<file path="src/tw_pkg.sv">
// Constants and types for the two-wire bus controller
// Contract
// RULE_01: Bit clock equals clock over reload plus one plus ten
// RULE_02: Set mask bits skip address compare positions
// RULE_03: Masking applies only with accept-all mode off
// RULE_04: Reserved seven-bit addresses never match
// RULE_05: General call acked only when enabled
// RULE_06: Upper ten-bit pattern matches only in ten-bit mode
// RULE_07: Enable bit owns pins; clear returns them
// RULE_08: Halt-in-idle stops engine while device idles
// RULE_09: Release bit resets high; zero holds clock low
// RULE_10: Stretch on: hardware clears at transmit, receive end
// RULE_11: Stretch off: zero writes ignored, clear at transmit
// RULE_12: Accept-all mode acknowledges every address
// RULE_13: Ten-bit bit selects own address width
// RULE_14: Bits nine, eight drive pad configuration outputs
// RULE_15: General call reception raises slave event
// RULE_16: Stretch enable gates software and receive stretching
// RULE_17: Five request bits writable, cleared by hardware
// RULE_18: Software issues write-then-read sequence in order
// RULE_19: Acknowledge request sends chosen value, then clears
// RULE_20: Receive request takes one byte, clears after eight
// RULE_21: Start, restart, stop requests clear when done
// RULE_22: Rise detection delay added to period count
// RULE_23: Bit fourteen reads zero, ignores writes
package tw_pkg;
  // Register indices on the plain port
  localparam logic [2:0] OFS_CTRL = 3'h0;
  localparam logic [2:0] OFS_STAT = 3'h1;
  localparam logic [2:0] OFS_MASK = 3'h2;
  localparam logic [2:0] OFS_BRG = 3'h3;
  localparam logic [2:0] OFS_ADDR = 3'h4;
  localparam logic [2:0] OFS_TX = 3'h5;
  localparam logic [2:0] OFS_RX = 3'h6;
  // Control word bit positions
  localparam int B_ON = 15;
  localparam int B_SIDL = 13;
  localparam int B_REL = 12;
  localparam int B_ALL = 11;
  localparam int B_TEN = 10;
  localparam int B_SLEW = 9;
  localparam int B_SMB = 8;
  localparam int B_GENERAL_CALL_ENABLE = 7;
  localparam int B_STR = 6;
  localparam int B_ACKV = 5;
  localparam int B_ACKGO = 4;
  localparam int B_RCVGO = 3;
  localparam int B_STOPGO = 2;
  localparam int B_RSTGO = 1;
  localparam int B_STGO = 0;
  // Control reset value and writable bits
  localparam logic [15:0] CTRL_RST = 16'h1000;
  localparam logic [15:0] CTRL_WMASK = 16'hBFFF;
  // Status bit positions
  localparam int S_RXF = 0;
  localparam int S_ACK = 1;
  localparam int S_MBSY = 2;
  localparam int S_SACT = 3;
  localparam int S_RW = 4;
  localparam int S_GC = 5;
  localparam int S_TEN = 6;
  localparam int S_OWN = 7;
  // Widths
  localparam int BRG_W = 12;
  localparam int SYNC_W = 2;
  // Timing: clock-line rise detection delay
  localparam int CLK_NS = 10;
  localparam int RISE_DLY_NS = 100;
  localparam int RISE_DLY_CYC = (RISE_DLY_NS + CLK_NS - 1) / CLK_NS;
  // Address patterns
  localparam logic [4:0] UPPER10 = 5'h1E;
  localparam logic [4:0] RSV_HI = 5'h1F;
  // Master sequencer states
  typedef enum logic [2:0] {
    TW_M_IDLE, TW_M_START, TW_M_RSTART, TW_M_STOP, TW_M_TX, TW_M_RX, TW_M_ACK
  } tw_mst_t;
  // Slave states
  typedef enum logic [2:0] {
    TW_S_IDLE, TW_S_ADR, TW_S_ADR2, TW_S_RX, TW_S_TX
  } tw_slv_t;
  // Register port request
  typedef struct packed {
    logic [2:0] addr;
    logic [15:0] wdata;
    logic wr;
    logic rd;
  } tw_req_t;
  // Open-drain pin drive: one means pull low
  typedef struct packed {
    logic scl;
    logic sda;
  } tw_pins_t;
endpackage

</file>
<file path="src/tw_brg.sv">
// Bit-rate generator: two ticks per bus clock period
`timescale 1ns/1ns
`default_nettype none
module tw_brg (
  input wire logic clk,
  input wire logic rst_n,
  input wire logic ce,
  input wire logic run,
  input wire logic hold,
  input wire logic [tw_pkg::BRG_W-1:0] reload,
  output logic tick
);
  // Down counter and tick flop
  typedef struct packed {
    logic [tw_pkg::BRG_W-1:0] cnt;
    logic tick;
  } tw_brg_st_t;
  tw_brg_st_t r, nx;
  logic [tw_pkg::BRG_W-1:0] per;
  // Period is reload + 1 + rise delay cycles
  always_comb
  begin
    per = reload + tw_pkg::BRG_W'(tw_pkg::RISE_DLY_CYC); // see RULE_01 RULE_22
    nx = r;
    nx.tick = 1'b0;
    if (hold)
      nx.cnt = per;
    else if (run)
    begin
      // Tick mid-period and at the end
      if (r.cnt == '0)
        nx.cnt = per;
      else
        nx.cnt = r.cnt - 1'b1;
      nx.tick = (r.cnt == '0) || (r.cnt == (per >> 1));
    end
  end
  // State register
  always_ff @(posedge clk or negedge rst_n)
  begin
    if (!rst_n)
      r <= '0;
    else if (ce)
      r <= nx;
  end
  assign tick = r.tick;
endmodule
`default_nettype wire

</file>
<file path="src/tw_ctl.sv">
// Two-wire bus controller: registers, master sequencer, slave engine
//
// Local design decisions: the plain strobed port and the register offsets.
`timescale 1ns/1ns
`default_nettype none
module tw_ctl (
  input wire logic clk,
  input wire logic rst_n,
  input wire logic ce,
  input wire logic cpu_idle,
  input wire tw_pkg::tw_req_t req,
  output logic [15:0] rdata,
  input wire logic scl_in,
  input wire logic sda_in,
  output logic scl_out,
  output logic scl_oe,
  output logic sda_out,
  output logic sda_oe,
  output logic port_owns_pins,
  output logic slew_control_off,
  output logic smbus_input_levels,
  output logic master_done,
  output logic slave_event
);
  // Whole controller state
  typedef struct packed {
    logic [15:0] ctrl;
    logic [9:0] mask;
    logic [tw_pkg::BRG_W-1:0] brg;
    logic [9:0] oadr;
    logic [7:0] txd;
    logic [7:0] rxd;
    logic [15:0] rdata;
    tw_pkg::tw_mst_t ms;
    logic [1:0] mph;
    logic [3:0] mbit;
    logic [7:0] msh;
    logic m_own;
    tw_pkg::tw_pins_t mdrv;
    logic ack_stat;
    logic rx_full;
    tw_pkg::tw_slv_t ss;
    tw_pkg::tw_slv_t s_tgt;
    logic [7:0] ssh;
    logic [3:0] sbit;
    logic scl_q;
    logic sda_q;
    logic s_rw;
    logic s_nak;
    logic ten_seen;
    logic gc_stat;
    logic s_sda;
    logic mdone;
    logic sev;
  } tw_st_t;
  tw_st_t q, n;
  logic [1:0] pin_s; // Synchronised {scl, sda}
  logic scl_s, sda_s;
  logic eng; // Engine running
  logic tick; // Half-period tick
  logic scl_rise, scl_fall, bus_start, bus_stop;
  logic [6:0] a7;
  logic rw, rsv, gc, up, ok7, lo_ok;
  logic hold_scl;
  logic [15:0] stat;

  // Pin synchroniser
  tw_sync u_sync (
    .clk(clk),
    .rst_n(rst_n),
    .ce(ce),
    .d({scl_in, sda_in}),
    .q(pin_s)
  );
  assign scl_s = pin_s[1];
  assign sda_s = pin_s[0];

  // Engine runs when on and not halted by idle
  assign eng = q.ctrl[tw_pkg::B_ON] & ~(q.ctrl[tw_pkg::B_SIDL] & cpu_idle); // see RULE_08

  // Bit-rate generator, parked while master idles
  tw_brg u_brg (
    .clk(clk),
    .rst_n(rst_n),
    .ce(ce),
    .run(eng),
    .hold(q.ms == tw_pkg::TW_M_IDLE),
    .reload(q.brg),
    .tick(tick)
  );

  // Bus edge and condition detection
  assign scl_rise = scl_s & ~q.scl_q;
  assign scl_fall = ~scl_s & q.scl_q;
  assign bus_start = scl_s & q.scl_q & q.sda_q & ~sda_s;
  assign bus_stop = scl_s & q.scl_q & ~q.sda_q & sda_s;

  // Decode of the byte shifted in
  always_comb
  begin
    a7 = q.ssh[7:1];
    rw = q.ssh[0];
    // Reserved: 0000001..00001xx and 11111xx
    rsv = ((a7[6:3] == 4'h0) && (a7 != 7'h00)) || (a7[6:2] == tw_pkg::RSV_HI); // see RULE_04
    gc = (a7 == 7'h00) && !rw && q.ctrl[tw_pkg::B_GENERAL_CALL_ENABLE]; // see RULE_05
    // Upper ten-bit byte only in ten-bit mode
    up = q.ctrl[tw_pkg::B_TEN] && (a7[6:2] == tw_pkg::UPPER10)
      && (((a7[1:0] ^ q.oadr[9:8]) & ~q.mask[9:8]) == 2'h0); // see RULE_06 RULE_02
    ok7 = !q.ctrl[tw_pkg::B_TEN] && !rsv && (a7 != 7'h00)
      && (a7[6:2] != tw_pkg::UPPER10)
      && (((a7 ^ q.oadr[6:0]) & ~q.mask[6:0]) == 7'h00); // see RULE_02 RULE_13
    lo_ok = ((q.ssh ^ q.oadr[7:0]) & ~q.mask[7:0]) == 8'h00; // see RULE_02
  end

  // Status word
  always_comb
  begin
    stat = 16'h0000;
    stat[tw_pkg::S_RXF] = q.rx_full;
    stat[tw_pkg::S_ACK] = q.ack_stat;
    stat[tw_pkg::S_MBSY] = q.ms != tw_pkg::TW_M_IDLE;
    stat[tw_pkg::S_SACT] = (q.ss == tw_pkg::TW_S_RX) || (q.ss == tw_pkg::TW_S_TX);
    stat[tw_pkg::S_RW] = q.s_rw;
    stat[tw_pkg::S_GC] = q.gc_stat;
    stat[tw_pkg::S_TEN] = q.ten_seen;
    stat[tw_pkg::S_OWN] = q.m_own;
  end

  // Next-state logic
  always_comb
  begin
    n = q;
    n.rdata = 16'h0000;
    n.mdone = 1'b0;
    n.sev = 1'b0;
    n.scl_q = scl_s;
    n.sda_q = sda_s;
    // Register writes
    if (req.wr)
    begin
      unique case (req.addr)
        tw_pkg::OFS_CTRL:
        begin
          n.ctrl = req.wdata & tw_pkg::CTRL_WMASK; // see RULE_23 RULE_17
          // Zero to release ignored unless stretching
          if (!q.ctrl[tw_pkg::B_STR] && !req.wdata[tw_pkg::B_REL])
            n.ctrl[tw_pkg::B_REL] = q.ctrl[tw_pkg::B_REL]; // see RULE_11 RULE_16
        end
        tw_pkg::OFS_MASK: n.mask = req.wdata[9:0];
        tw_pkg::OFS_BRG: n.brg = req.wdata[tw_pkg::BRG_W-1:0];
        tw_pkg::OFS_ADDR: n.oadr = req.wdata[9:0];
        tw_pkg::OFS_TX:
        begin
          n.txd = req.wdata[7:0];
          // Owned idle bus: write launches a master byte
          if (q.m_own && q.ms == tw_pkg::TW_M_IDLE && eng)
          begin
            n.ms = tw_pkg::TW_M_TX;
            n.msh = req.wdata[7:0];
            n.mbit = 4'h0;
            n.mph = 2'h0;
            n.mdrv.sda = ~req.wdata[7];
          end
        end
        default: ; // Unmapped writes ignored
      endcase
    end
    // Register reads, answered next cycle
    if (req.rd)
    begin
      unique case (req.addr)
        tw_pkg::OFS_CTRL: n.rdata = q.ctrl;
        tw_pkg::OFS_STAT: n.rdata = stat;
        tw_pkg::OFS_MASK: n.rdata = {6'h00, q.mask};
        tw_pkg::OFS_BRG: n.rdata = {{(16 - tw_pkg::BRG_W){1'b0}}, q.brg};
        tw_pkg::OFS_ADDR: n.rdata = {6'h00, q.oadr};
        tw_pkg::OFS_TX: n.rdata = {8'h00, q.txd};
        tw_pkg::OFS_RX:
        begin
          n.rdata = {8'h00, q.rxd};
          n.rx_full = 1'b0; // Read empties; a new byte wins below
        end
        default: n.rdata = 16'h0000;
      endcase
    end

    if (!q.ctrl[tw_pkg::B_ON])
    begin
      // Off: engines parked, pins let go
      n.ms = tw_pkg::TW_M_IDLE;
      n.ss = tw_pkg::TW_S_IDLE;
      n.mdrv = '0;
      n.s_sda = 1'b0;
      n.m_own = 1'b0;
    end
    else if (eng)
    begin
      // Master sequencer: idle takes requests at once, other states one step per tick
      unique case (q.ms)
        tw_pkg::TW_M_IDLE:
        begin
          n.mph = 2'h0;
          n.mbit = 4'h0;
          // Requests taken in fixed priority
          if (q.ctrl[tw_pkg::B_STGO])
            n.ms = tw_pkg::TW_M_START;
          else if (q.ctrl[tw_pkg::B_RSTGO])
            n.ms = tw_pkg::TW_M_RSTART;
          else if (q.ctrl[tw_pkg::B_STOPGO])
            n.ms = tw_pkg::TW_M_STOP;
          else if (q.ctrl[tw_pkg::B_RCVGO])
          begin
            n.ms = tw_pkg::TW_M_RX;
            n.mdrv.sda = 1'b0;
          end
          else if (q.ctrl[tw_pkg::B_ACKGO])
          begin
            n.ms = tw_pkg::TW_M_ACK;
            n.mdrv.sda = ~q.ctrl[tw_pkg::B_ACKV]; // see RULE_19
          end
        end
        tw_pkg::TW_M_START:
          if (tick)
          begin
            n.mph = q.mph + 2'h1;
            n.m_own = 1'b1;
            // Data falls with clock high, then clock falls
            if (q.mph == 2'h0)
              n.mdrv.sda = 1'b1;
            else
            begin
              n.mdrv.scl = 1'b1;
              n.ctrl[tw_pkg::B_STGO] = 1'b0; // see RULE_21
              n.ms = tw_pkg::TW_M_IDLE;
              n.mdone = 1'b1;
            end
          end
        tw_pkg::TW_M_RSTART:
          if (tick && (q.mph != 2'h1 || scl_s || !q.mdrv.scl))
          begin
            n.mph = q.mph + 2'h1;
            // Release data, release clock, drop data, drop clock
            unique case (q.mph)
              2'h0: n.mdrv.sda = 1'b0;
              2'h1: n.mdrv.scl = 1'b0;
              2'h2: n.mdrv.sda = 1'b1;
              2'h3:
              begin
                n.mdrv.scl = 1'b1;
                n.ctrl[tw_pkg::B_RSTGO] = 1'b0; // see RULE_21
                n.ms = tw_pkg::TW_M_IDLE;
                n.mdone = 1'b1;
              end
            endcase
          end
        tw_pkg::TW_M_STOP:
          if (tick)
          begin
            n.mph = q.mph + 2'h1;
            // Drop data, release clock, release data
            if (q.mph == 2'h0)
              n.mdrv.sda = 1'b1;
            else if (q.mph == 2'h1)
              n.mdrv.scl = 1'b0;
            else
            begin
              n.mdrv.sda = 1'b0;
              n.m_own = 1'b0;
              n.ctrl[tw_pkg::B_STOPGO] = 1'b0; // see RULE_21
              n.ms = tw_pkg::TW_M_IDLE;
              n.mdone = 1'b1;
            end
          end
        default:
          // Shared bit engine
          if (tick)
          begin
            if (q.mph == 2'h0)
            begin
              n.mdrv.scl = 1'b0;
              n.mph = 2'h1;
            end
            else if (scl_s)
            begin
              // Clock seen high: sample, then drop clock
              n.mdrv.scl = 1'b1;
              n.mph = 2'h0;
              n.mbit = q.mbit + 4'h1;
              n.msh = {q.msh[6:0], sda_s};
              if (q.ms == tw_pkg::TW_M_TX)
              begin
                if (q.mbit == 4'h8)
                begin
                  n.ack_stat = sda_s;
                  n.ms = tw_pkg::TW_M_IDLE;
                  n.mdone = 1'b1;
                end
                else
                  n.mdrv.sda = (q.mbit == 4'h7) ? 1'b0 : ~q.msh[6];
              end
              else if (q.ms == tw_pkg::TW_M_RX)
              begin
                if (q.mbit == 4'h7)
                begin
                  n.rxd = {q.msh[6:0], sda_s};
                  n.rx_full = 1'b1;
                  n.ctrl[tw_pkg::B_RCVGO] = 1'b0; // see RULE_20
                  n.ms = tw_pkg::TW_M_IDLE;
                  n.mdone = 1'b1;
                end
              end
              else
              begin
                n.mdrv.sda = 1'b0;
                n.ctrl[tw_pkg::B_ACKGO] = 1'b0; // see RULE_19
                n.ms = tw_pkg::TW_M_IDLE;
                n.mdone = 1'b1;
              end
            end
          end
      endcase

      // Slave engine
      if (bus_start)
      begin
        n.ss = tw_pkg::TW_S_ADR;
        n.sbit = 4'h0;
        n.s_sda = 1'b0;
      end
      else if (bus_stop)
      begin
        n.ss = tw_pkg::TW_S_IDLE;
        n.s_sda = 1'b0;
        n.gc_stat = 1'b0;
        n.ten_seen = 1'b0;
      end
      else if (q.ss != tw_pkg::TW_S_IDLE)
      begin
        if (scl_rise)
        begin
          // Receive counts bits on rises; transmit takes the ack
          if (q.ss != tw_pkg::TW_S_TX && q.sbit < 4'h8)
          begin
            n.ssh = {q.ssh[6:0], sda_s};
            n.sbit = q.sbit + 4'h1;
          end
          if (q.ss == tw_pkg::TW_S_TX && q.sbit == 4'h8)
            n.s_nak = sda_s;
        end
        else if (scl_fall && q.ss == tw_pkg::TW_S_TX)
        begin
          if (q.sbit < 4'h7)
          begin
            n.sbit = q.sbit + 4'h1;
            n.ssh = {q.ssh[6:0], 1'b0};
            n.s_sda = ~q.ssh[6];
          end
          else if (q.sbit == 4'h7)
          begin
            n.sbit = 4'h8;
            n.s_sda = 1'b0;
          end
          else if (q.s_nak)
            n.ss = tw_pkg::TW_S_IDLE;
          else
          begin
            // Next byte: stretch for data
            n.sbit = 4'h0;
            n.ctrl[tw_pkg::B_REL] = 1'b0; // see RULE_10 RULE_11
            n.sev = 1'b1;
          end
        end
        else if (scl_fall && q.sbit == 4'h8)
        begin
          // Ack decision after eighth bit
          n.sbit = 4'h9;
          n.s_sda = 1'b1;
          n.s_tgt = tw_pkg::TW_S_IDLE;
          n.sev = 1'b1;
          unique case (q.ss)
            tw_pkg::TW_S_ADR:
            begin
              n.s_rw = rw;
              if (q.ctrl[tw_pkg::B_ALL]) // see RULE_12 RULE_03
                n.s_tgt = rw ? tw_pkg::TW_S_TX : tw_pkg::TW_S_RX;
              else if (gc)
              begin
                n.gc_stat = 1'b1; // see RULE_15
                n.s_tgt = tw_pkg::TW_S_RX;
              end
              else if (ok7)
                n.s_tgt = rw ? tw_pkg::TW_S_TX : tw_pkg::TW_S_RX;
              else if (up && !rw)
                n.s_tgt = tw_pkg::TW_S_ADR2;
              else if (up && rw && q.ten_seen)
                n.s_tgt = tw_pkg::TW_S_TX;
              else
              begin
                n.s_sda = 1'b0; // No match: no acknowledge
                n.sev = 1'b0;
                n.ss = tw_pkg::TW_S_IDLE;
              end
            end
            tw_pkg::TW_S_ADR2:
              if (lo_ok)
              begin
                n.ten_seen = 1'b1;
                n.s_tgt = tw_pkg::TW_S_RX;
              end
              else
              begin
                n.s_sda = 1'b0;
                n.sev = 1'b0;
                n.ss = tw_pkg::TW_S_IDLE;
              end
            default:
            begin
              // Data byte received
              n.rxd = q.ssh;
              n.rx_full = 1'b1;
              n.s_tgt = tw_pkg::TW_S_RX;
            end
          endcase
        end
        else if (scl_fall && q.sbit == 4'h9)
        begin
          // End of acknowledge bit
          n.sbit = 4'h0;
          n.s_sda = 1'b0;
          n.ss = q.s_tgt;
          if (q.s_tgt == tw_pkg::TW_S_TX)
            n.ctrl[tw_pkg::B_REL] = 1'b0; // see RULE_10 RULE_11
          else if (q.ss == tw_pkg::TW_S_RX && q.ctrl[tw_pkg::B_STR])
            n.ctrl[tw_pkg::B_REL] = 1'b0; // see RULE_10 RULE_16
        end
      end
      // Stretched before a byte: track transmit data
      if (n.ss == tw_pkg::TW_S_TX && n.sbit == 4'h0 && !n.ctrl[tw_pkg::B_REL] && !scl_s)
      begin
        n.ssh = n.txd;
        n.s_sda = ~n.txd[7];
        n.s_nak = 1'b0;
      end
    end
  end

  // Slave clock hold while release bit is zero
  assign hold_scl = ~q.ctrl[tw_pkg::B_REL] & ~q.scl_q
    & ((q.ss == tw_pkg::TW_S_RX) | (q.ss == tw_pkg::TW_S_TX)); // see RULE_09

  // State register
  always_ff @(posedge clk or negedge rst_n)
  begin
    if (!rst_n)
    begin
      q <= '0;
      q.ctrl <= tw_pkg::CTRL_RST; // see RULE_09
      q.scl_q <= 1'b1;
      q.sda_q <= 1'b1;
    end
    else if (ce)
      q <= n;
  end

  // Open drain: pins pulled only while on
  assign scl_out = 1'b0;
  assign sda_out = 1'b0;
  assign scl_oe = q.ctrl[tw_pkg::B_ON] & (q.mdrv.scl | hold_scl); // see RULE_07
  assign sda_oe = q.ctrl[tw_pkg::B_ON] & (q.mdrv.sda | q.s_sda); // see RULE_07
  assign port_owns_pins = ~q.ctrl[tw_pkg::B_ON]; // see RULE_07
  assign slew_control_off = q.ctrl[tw_pkg::B_SLEW]; // see RULE_14
  assign smbus_input_levels = q.ctrl[tw_pkg::B_SMB]; // see RULE_14
  assign master_done = q.mdone;
  assign slave_event = q.sev;
  assign rdata = q.rdata;
endmodule
`default_nettype wire

</file>
<file path="src/tw_sync.sv">
// Two-stage synchroniser for the bus pins
`timescale 1ns/1ns
`default_nettype none
module tw_sync (
  input wire logic clk,
  input wire logic rst_n,
  input wire logic ce,
  input wire logic [tw_pkg::SYNC_W-1:0] d,
  output logic [tw_pkg::SYNC_W-1:0] q
);
  // Both stages; lines idle high
  typedef struct packed {
    logic [tw_pkg::SYNC_W-1:0] s1;
    logic [tw_pkg::SYNC_W-1:0] s2;
  } tw_sync_st_t;
  tw_sync_st_t r, nx;
  // Per-bit shift; stage one feeds stage two only
  genvar i;
  for (i = 0; i < tw_pkg::SYNC_W; i++) begin : g_bit
    always_comb
    begin
      nx.s1[i] = d[i];
      nx.s2[i] = r.s1[i];
    end
  end
  // State register
  always_ff @(posedge clk or negedge rst_n)
  begin
    if (!rst_n)
      r <= '1;
    else if (ce)
      r <= nx;
  end
  assign q = r.s2;
endmodule
`default_nettype wire
</file>
<file path="config.mk">
export PLATFORM = sky130hd
export DESIGN_NAME = tw_ctl
export DESIGN_NICKNAME = d
export VERILOG_FILES = /design/src/tw_pkg.sv /design/src/tw_brg.sv /design/src/tw_ctl.sv /design/src/tw_sync.sv
export SDC_FILE = /design/constraint.sdc
export NUM_CORES = 1
export LEC_CHECK = 0
export BUFFER_PORTS_ARGS = -buffer_cell sky130_fd_sc_hd__buf_2
export CORE_UTILIZATION = 67
export CTS_CLUSTER_SIZE = 25
export DETAILED_ROUTE_END_ITERATION = 16
export PLACE_DENSITY_LB_ADDON = 0.2
export SLEW_MARGIN = 20
export SYNTH_ARGS = -nofsm -noshare
export SYNTH_HDL_FRONTEND = slang
export SYNTH_SLANG_ARGS = --single-unit
</file>
<file path="constraint.sdc">
create_clock -name clk -period 4.8 [get_ports clk]
set_clock_uncertainty 0.1 [all_clocks]
set_input_delay 0.72 -clock clk [delete_from_list [all_inputs] [get_ports clk]]
set_output_delay 0.72 -clock clk [all_outputs]
set_load 0.01 [all_outputs]
</file>
### Word level (Yosys, flattened, before mapping)

Cells that the tools add are included.

* reductions and logical operators: 72
* add/subtract/negate cells: 5
* bitwise logic cells: 40
* mux-type cells: 257
* $lt $le $gt $ge: 2
* equality and inequality tests: 70

Operator list (count)
* 8-bit 2-to-1 mux: 19
* 3-bit 2-to-1 mux: 48
* 1-bit 2-to-1 mux: 112
* 16-bit one-hot mux with 7 select lines: 1
* 19-bit 2-to-1 mux: 5
* 17-bit 2-to-1 mux: 5
* 12-bit 2-to-1 mux: 6
* 4-bit 2-to-1 mux: 14
* 53-bit 2-to-1 mux: 1
* 5-bit 2-to-1 mux: 10
* 5-bit by 2-bit != test with 1-bit output (second input constant): 9
* 40-bit 2-to-1 mux: 1
* 2-bit 2-to-1 mux: 14
* 9-bit AND reduction: 3
* 13-bit 2-to-1 mux: 2
* 1-bit logical AND: 25
* 3-bit equality test (second input constant): 8
* 10-bit 2-to-1 mux: 2
* 4-bit by 3-bit != test with 1-bit output (second input constant): 5
* 5-bit one-hot mux with 4 select lines: 1
* 10-bit AND reduction: 2
* 3-bit by 2-bit equality test with 1-bit output (second input constant): 6
* 3-bit != test (second input constant): 6
* 16-bit 2-to-1 mux: 1
* other kinds (66): 140

* input port bits: 27
* output and inout bits: 25
* flip-flop bits (word level): 145
* word-level logic and storage cells: 480

### Depth between registers and ports, before layout

* word-level depth: 36
* depth in mapped cells: 12
* depth with buffers taken out: 10

### Hierarchy

A second synthesis with hierarchy kept.

* cells, all modules: 952
* area total of the unflattened synthesis: 9120.0 sq um

Modules (own cells, without submodules)
* tw_ctl: area an instance 7696.1 sq um, instances 1, cells an instance 793, seq. area each 3156.8 sq um
* tw_brg: area an instance 1273.7 sq um, instances 1, cells an instance 151, seq. area each 325.3 sq um
* tw_sync: area an instance 150.1 sq um, instances 1, cells an instance 8, seq. area each 105.1 sq um

### Least setup slack after synthesis

No wires, ideal clock.

* path type: input-to-reg
* start: input req[19] in the netlist's numbering
* end: register q[29] in the netlist's numbering
* slack: 1.960 ns
* cell stages on the path: 10
* data arrival time: 2.598 ns
* path buffers: 2
* library setup time: 0.142 ns
* path through: buf_2 -> and4b_1 -> clkbuf_1 -> nand4_1 -> nand2_1 -> o21a_1 -> a21oi_1 -> or3_1 -> a31oi_1 -> o32ai_1

* cells in the longest elaborated chain, start to end: 14

Ends and longest elaborated chain
* start, declared: RTL line tw_ctl.sv:11 `input wire tw_pkg::tw_req_t req,`
* 3-bit equality test (*): RTL line tw_ctl.sv:141 `unique case (req.addr)`
* 1-bit 2-to-1 mux (*): RTL line tw_ctl.sv:141
* 1-bit 2-to-1 mux (*): RTL line tw_ctl.sv:139 `if (req.wr)`
* 1-bit 2-to-1 mux (on tied branches): RTL line tw_ctl.sv:301, tw_ctl.sv:292
* 1-bit 2-to-1 mux: RTL line tw_ctl.sv:290 `if (q.ms == tw_pkg::TW_M_TX)`
* 4-bit 2-to-1 mux: RTL line tw_ctl.sv:283 `else if (scl_s)`
* 3-bit 2-to-1 mux: RTL line tw_ctl.sv:278 `if (q.mph == 2'h0)`
* 4-bit 2-to-1 mux: RTL line tw_ctl.sv:276 `if (tick)`
* 4-bit 2-to-1 mux: RTL line tw_ctl.sv:199 `unique case (q.ms)`
* 4-bit 2-to-1 mux: RTL line tw_ctl.sv:196 `else if (eng)`
* 4-bit 2-to-1 mux: RTL line tw_ctl.sv:187 `if (!q.ctrl[tw_pkg::B_ON])`
* 1-bit one-hot mux with 4 select lines: RTL line tw_ctl.sv:199
* 40-bit 2-to-1 mux (*): RTL line tw_ctl.sv:196
* 3-bit 2-to-1 mux (*): RTL line tw_ctl.sv:187
* end signal, assigned: RTL line tw_ctl.sv:462 `q <= n;`
* end, declared: RTL line tw_ctl.sv:56 `tw_st_t q, n;`

Mark *: on every way between the ends. The rest lies on a longest branch, timed or not. The select of a mux whose other input is x is not followed.
A chain may end at the register's enable or synchronous reset.

### Worst setup path after layout

* start: register q[9] in the netlist's numbering
* end: register q, in the netlist a7[1]

* cells in the longest elaborated chain, start to end: 21

Ends and longest elaborated chain
* parallel branches: the longest is 21 deep, another holds 4-bit by 1-bit adder with 4-bit output

Several ways; the timed one is not identified. The select of a mux whose other input is x is not followed.

==> metrics.md <==
| Metric | Value |
|---|---|
| Outcome | completed |
| Yosys warning count | 0 |
| Placed cells | 1146 |
| Buffer count from post-CTS setup fixing | 0 |
| Fill cells | 973 |
| Sequential Area | 3590 µm² |
| Post-layout util | 74.6% |
| Wire per inst | 22.4 µm |
| First-pass GRT wire length | 42.0 mm |
| H-tree depth | 4 |
| Final ANT Viol Nets | 0 |
| Mapped Avg Cell Area | 9.12 µm² |
| GRT overflow | 0 |
| Detailed Route Iter0 Violations | 1125 |
| Routability cong. | 0.957 |
| Synthesis-stage register bit count | 143 |
| TritonCTS clock tree | built |
| Min Tclk post-route | 3690 ps |
| Complex-gate fraction of the synthesized area | 21.5% |
| Endpoint class of the critical path | register |
| Seq/Total Area, Yosys | 39.6% |
| Initial antenna violation count | 0 |
| DP HPWL | 18.1 mm |
| VDD IR max | 0.000284 V |
| Pin count of the biggest net entering global routing | 81 |
| Worst-Margin Slew | 1050 ps |
| Post-Synth Simple-Gate Area | 15.3% |
| Post-synth EDFFs | 0 |
| DRT Wirelength | 26.3 mm |
| Mux cell area share after synthesis | 11.8% |
| HP Class | in2async |
| Drc violations | 0 |
| Crit Path Class | reg2reg |
| Max Fclk | 271 MHz |
| Die H | 118 µm |
| Arrival time at the worst endpoint | 3910 ps |
| Sw frac | 37.9% |
| Row Count | 42 |
| Fin nets | 1026 |
| Non-Filler Instances | 1177 |
| CTS clk-pin slew, worst paths | 60 ps |
| IO Port Bufs | 47 |
| Worst skew pair latency | 440 ps |
| Kind of start point of the critical path | register |
| Clock Sinks | 143 |
| Vias per cell | 7.00 |
| CTS Buffer Depth | 2 |
| Pint | 3100 µW |
| Drt pass-1 iters | 6 |
| Finish-stage setup viols | 0 |
| Initial Util | 68.6% |
| Sequential power share | 39.2% |
| Largest family of logic cells by synthesized area | compound AO/OA/AOI/OAI gates |
| PwrDens | 508 nW/µm² |
| Power after layout | 5000 µW |
| Rel. slew slack | 29.7% |
| Io pins | 52 |
| Async S/R FF share, synth | 100% |
| Most frequent cell after synthesis | dfrtp_1 |
| Synth top area share | 37.6% |
| Post-CTS Resized | 0 |
| GRT Total Usage | 38.9% |
| Required time worst endpoint | 5020 ps |
| Cells after synthesis | 993 |
| # Max-Cap Violations | 0 |
| CTS Buf Count | 17 |
| Core Footprint | 13200 µm² |
| NetSw | 1890 µW |
| Final max-slew violation count | 0 |
| Leading cell types by count after synthesis | dfrtp_1, nand2_1, o21ai_0 |
| Ranking of synthesized cells by area | dfrtp_1, mux2_2, o21ai_0 |
| Clk pwr share | 29.6% |
| Vias in the first global route | 7604 |
| Hold Slack | 196 ps |
| Vias post-DR | 8239 |
| Synth Area in XOR/XNOR | 3.87% |
| Final hold violation count | 0 |
| Die Area | 14000 µm² |
| P_leak | 0.00403 µW |
| Ant diodes | 0 |
| Synth unique cells | 83 |
| Setup TNS | 0 ps |
| Area occupied by multi-input gates | 4900 µm² |
| Root Driver | clkbuf_16 |
| Combinational group share of total power | 31.2% |
| Proportion of layout cells with a drive suffix above 1 | 18.3% |
| Final Cycle Share | 76.9% |
| Worst-path fanout max | 12 |
| Hold Buf Count CTS | 0 |
| DIE WIDTH | 118 µm |
| Area delta synth->final | 8.64% |
| Synth Flop Type | dfrtp_1 |
| RSZ-0062 raised after global routing | false |
| Synth Cell Area | 9050 µm² |
| Yosys top cell by area | dfrtp_1 |
| Post-synthesis adder-cell area fraction | 1.38% |
| R2R Setup Slk | 1110 ps |
[worst max-delay path, stage by stage, from the launching register on]
cell and delay, ps:
dfrtp_1 480, inv_1 100, ha_1 310, or2b_1 330, a211oi_1 410, a2111oi_0 150, o31ai_1 410, nand4b_1 210
nor3_4 490, nand2_2 270, o221a_2 330
[cell families after synthesis]
kind of cell	Yosys count
AO/OA/AOI/OAI	297
XOR/XNOR	40
adder cells (fa/ha/maj)	10
buffers and inverters	125
flip-flops	143
multiplexers	94
other	1
AND/OR/NAND/NOR	283
[power by group through the flow]
stage / Sequential (µW) / Clock (µW) / Combinational (µW)
after floorplan: 1680 / 0 / 1320
after global placement: 1940 / 0 / 1470
after detailed placement: 1950 / 0 / 1500
after CTS: 1930 / 1490 / 1530
after global routing: 1990 / 1530 / 1710
final: 1960 / 1480 / 1560
[flip-flops by register name, summed over array words and instances, names as in the netlist]
signal	count
a7	7
master_done	1
q	100
rdata	15
slave_event	1
slew_control_off	1
smbus_input_levels	1
u_brg.r	12
u_brg.tick	1
u_sync.nx	2
u_sync.q	2
[stage by stage]
| step | setup slack [ps] | area (µm²) |
|---|---|---|
| after floorplan | 1960 | 9060 |
| after global placement | 1220 | 9180 |
| after detailed placement | 1240 | 9180 |
| after CTS | 1220 | 9830 |
| after global routing | 1000 | 9840 |
| final | 1110 | 9840 |
[per-layer routing]
metal / track usage (%) / vias up / share of wire (%)
met5: 0 / - / 0
met4: 18.0 / 0 / 3.9
met3: 8.54 / 102 / 10
met2: 57.6 / 532 / 45
met1: 54.7 / 3979 / 41
li1: - / 3626 / -
[area by class of cell]
cell class | instances | share of cell area, %
inverters | 42 | 1.60
multi-input cells | 727 | 49.8
repair buffers | 58 | 3.29
flip-flops and latches | 143 | 36.5
well taps | 176 | 2.24
clock buffers | 18 | 4.46
clock inverters | 13 | 2.15
[path summary, 6_finish.rpt]
path	from	to	depth (start not counted)
max	q[9]	a7[1]	10
min	rst_n	q[44]	1
max reg2reg	q[9]	a7[1]	10
min reg2reg	q[68]	q[68]	2
max in group asynchronous	rst_n	q[23]	2
min in group clk	q[68]	q[68]	2
[cells in the final DEF (no fill, tap or decap), types with 10 or more instances in the layout]
master / synthesis / layout
a21oi_1: 53 / 53
o22ai_1: 33 / 33
nor3_1: 27 / 26
dfrtp_1: 136 / 136
xnor2_1: 23 / 23
nand3_1: 22 / 22
clkbuf_16: 0 / 17
mux2_2: 63 / 63
buf_4: 18 / 11
ha_1: 10 / 10
xor2_1: 17 / 17
nor2_1: 74 / 74
a31oi_1: 12 / 12
nand2_1: 85 / 85
o21ai_0: 83 / 83
a22oi_1: 12 / 12
buf_2: 15 / 46
inv_1: 42 / 42
mux2i_1: 27 / 27
Note: power is estimated with default switching activity, not from simulation.
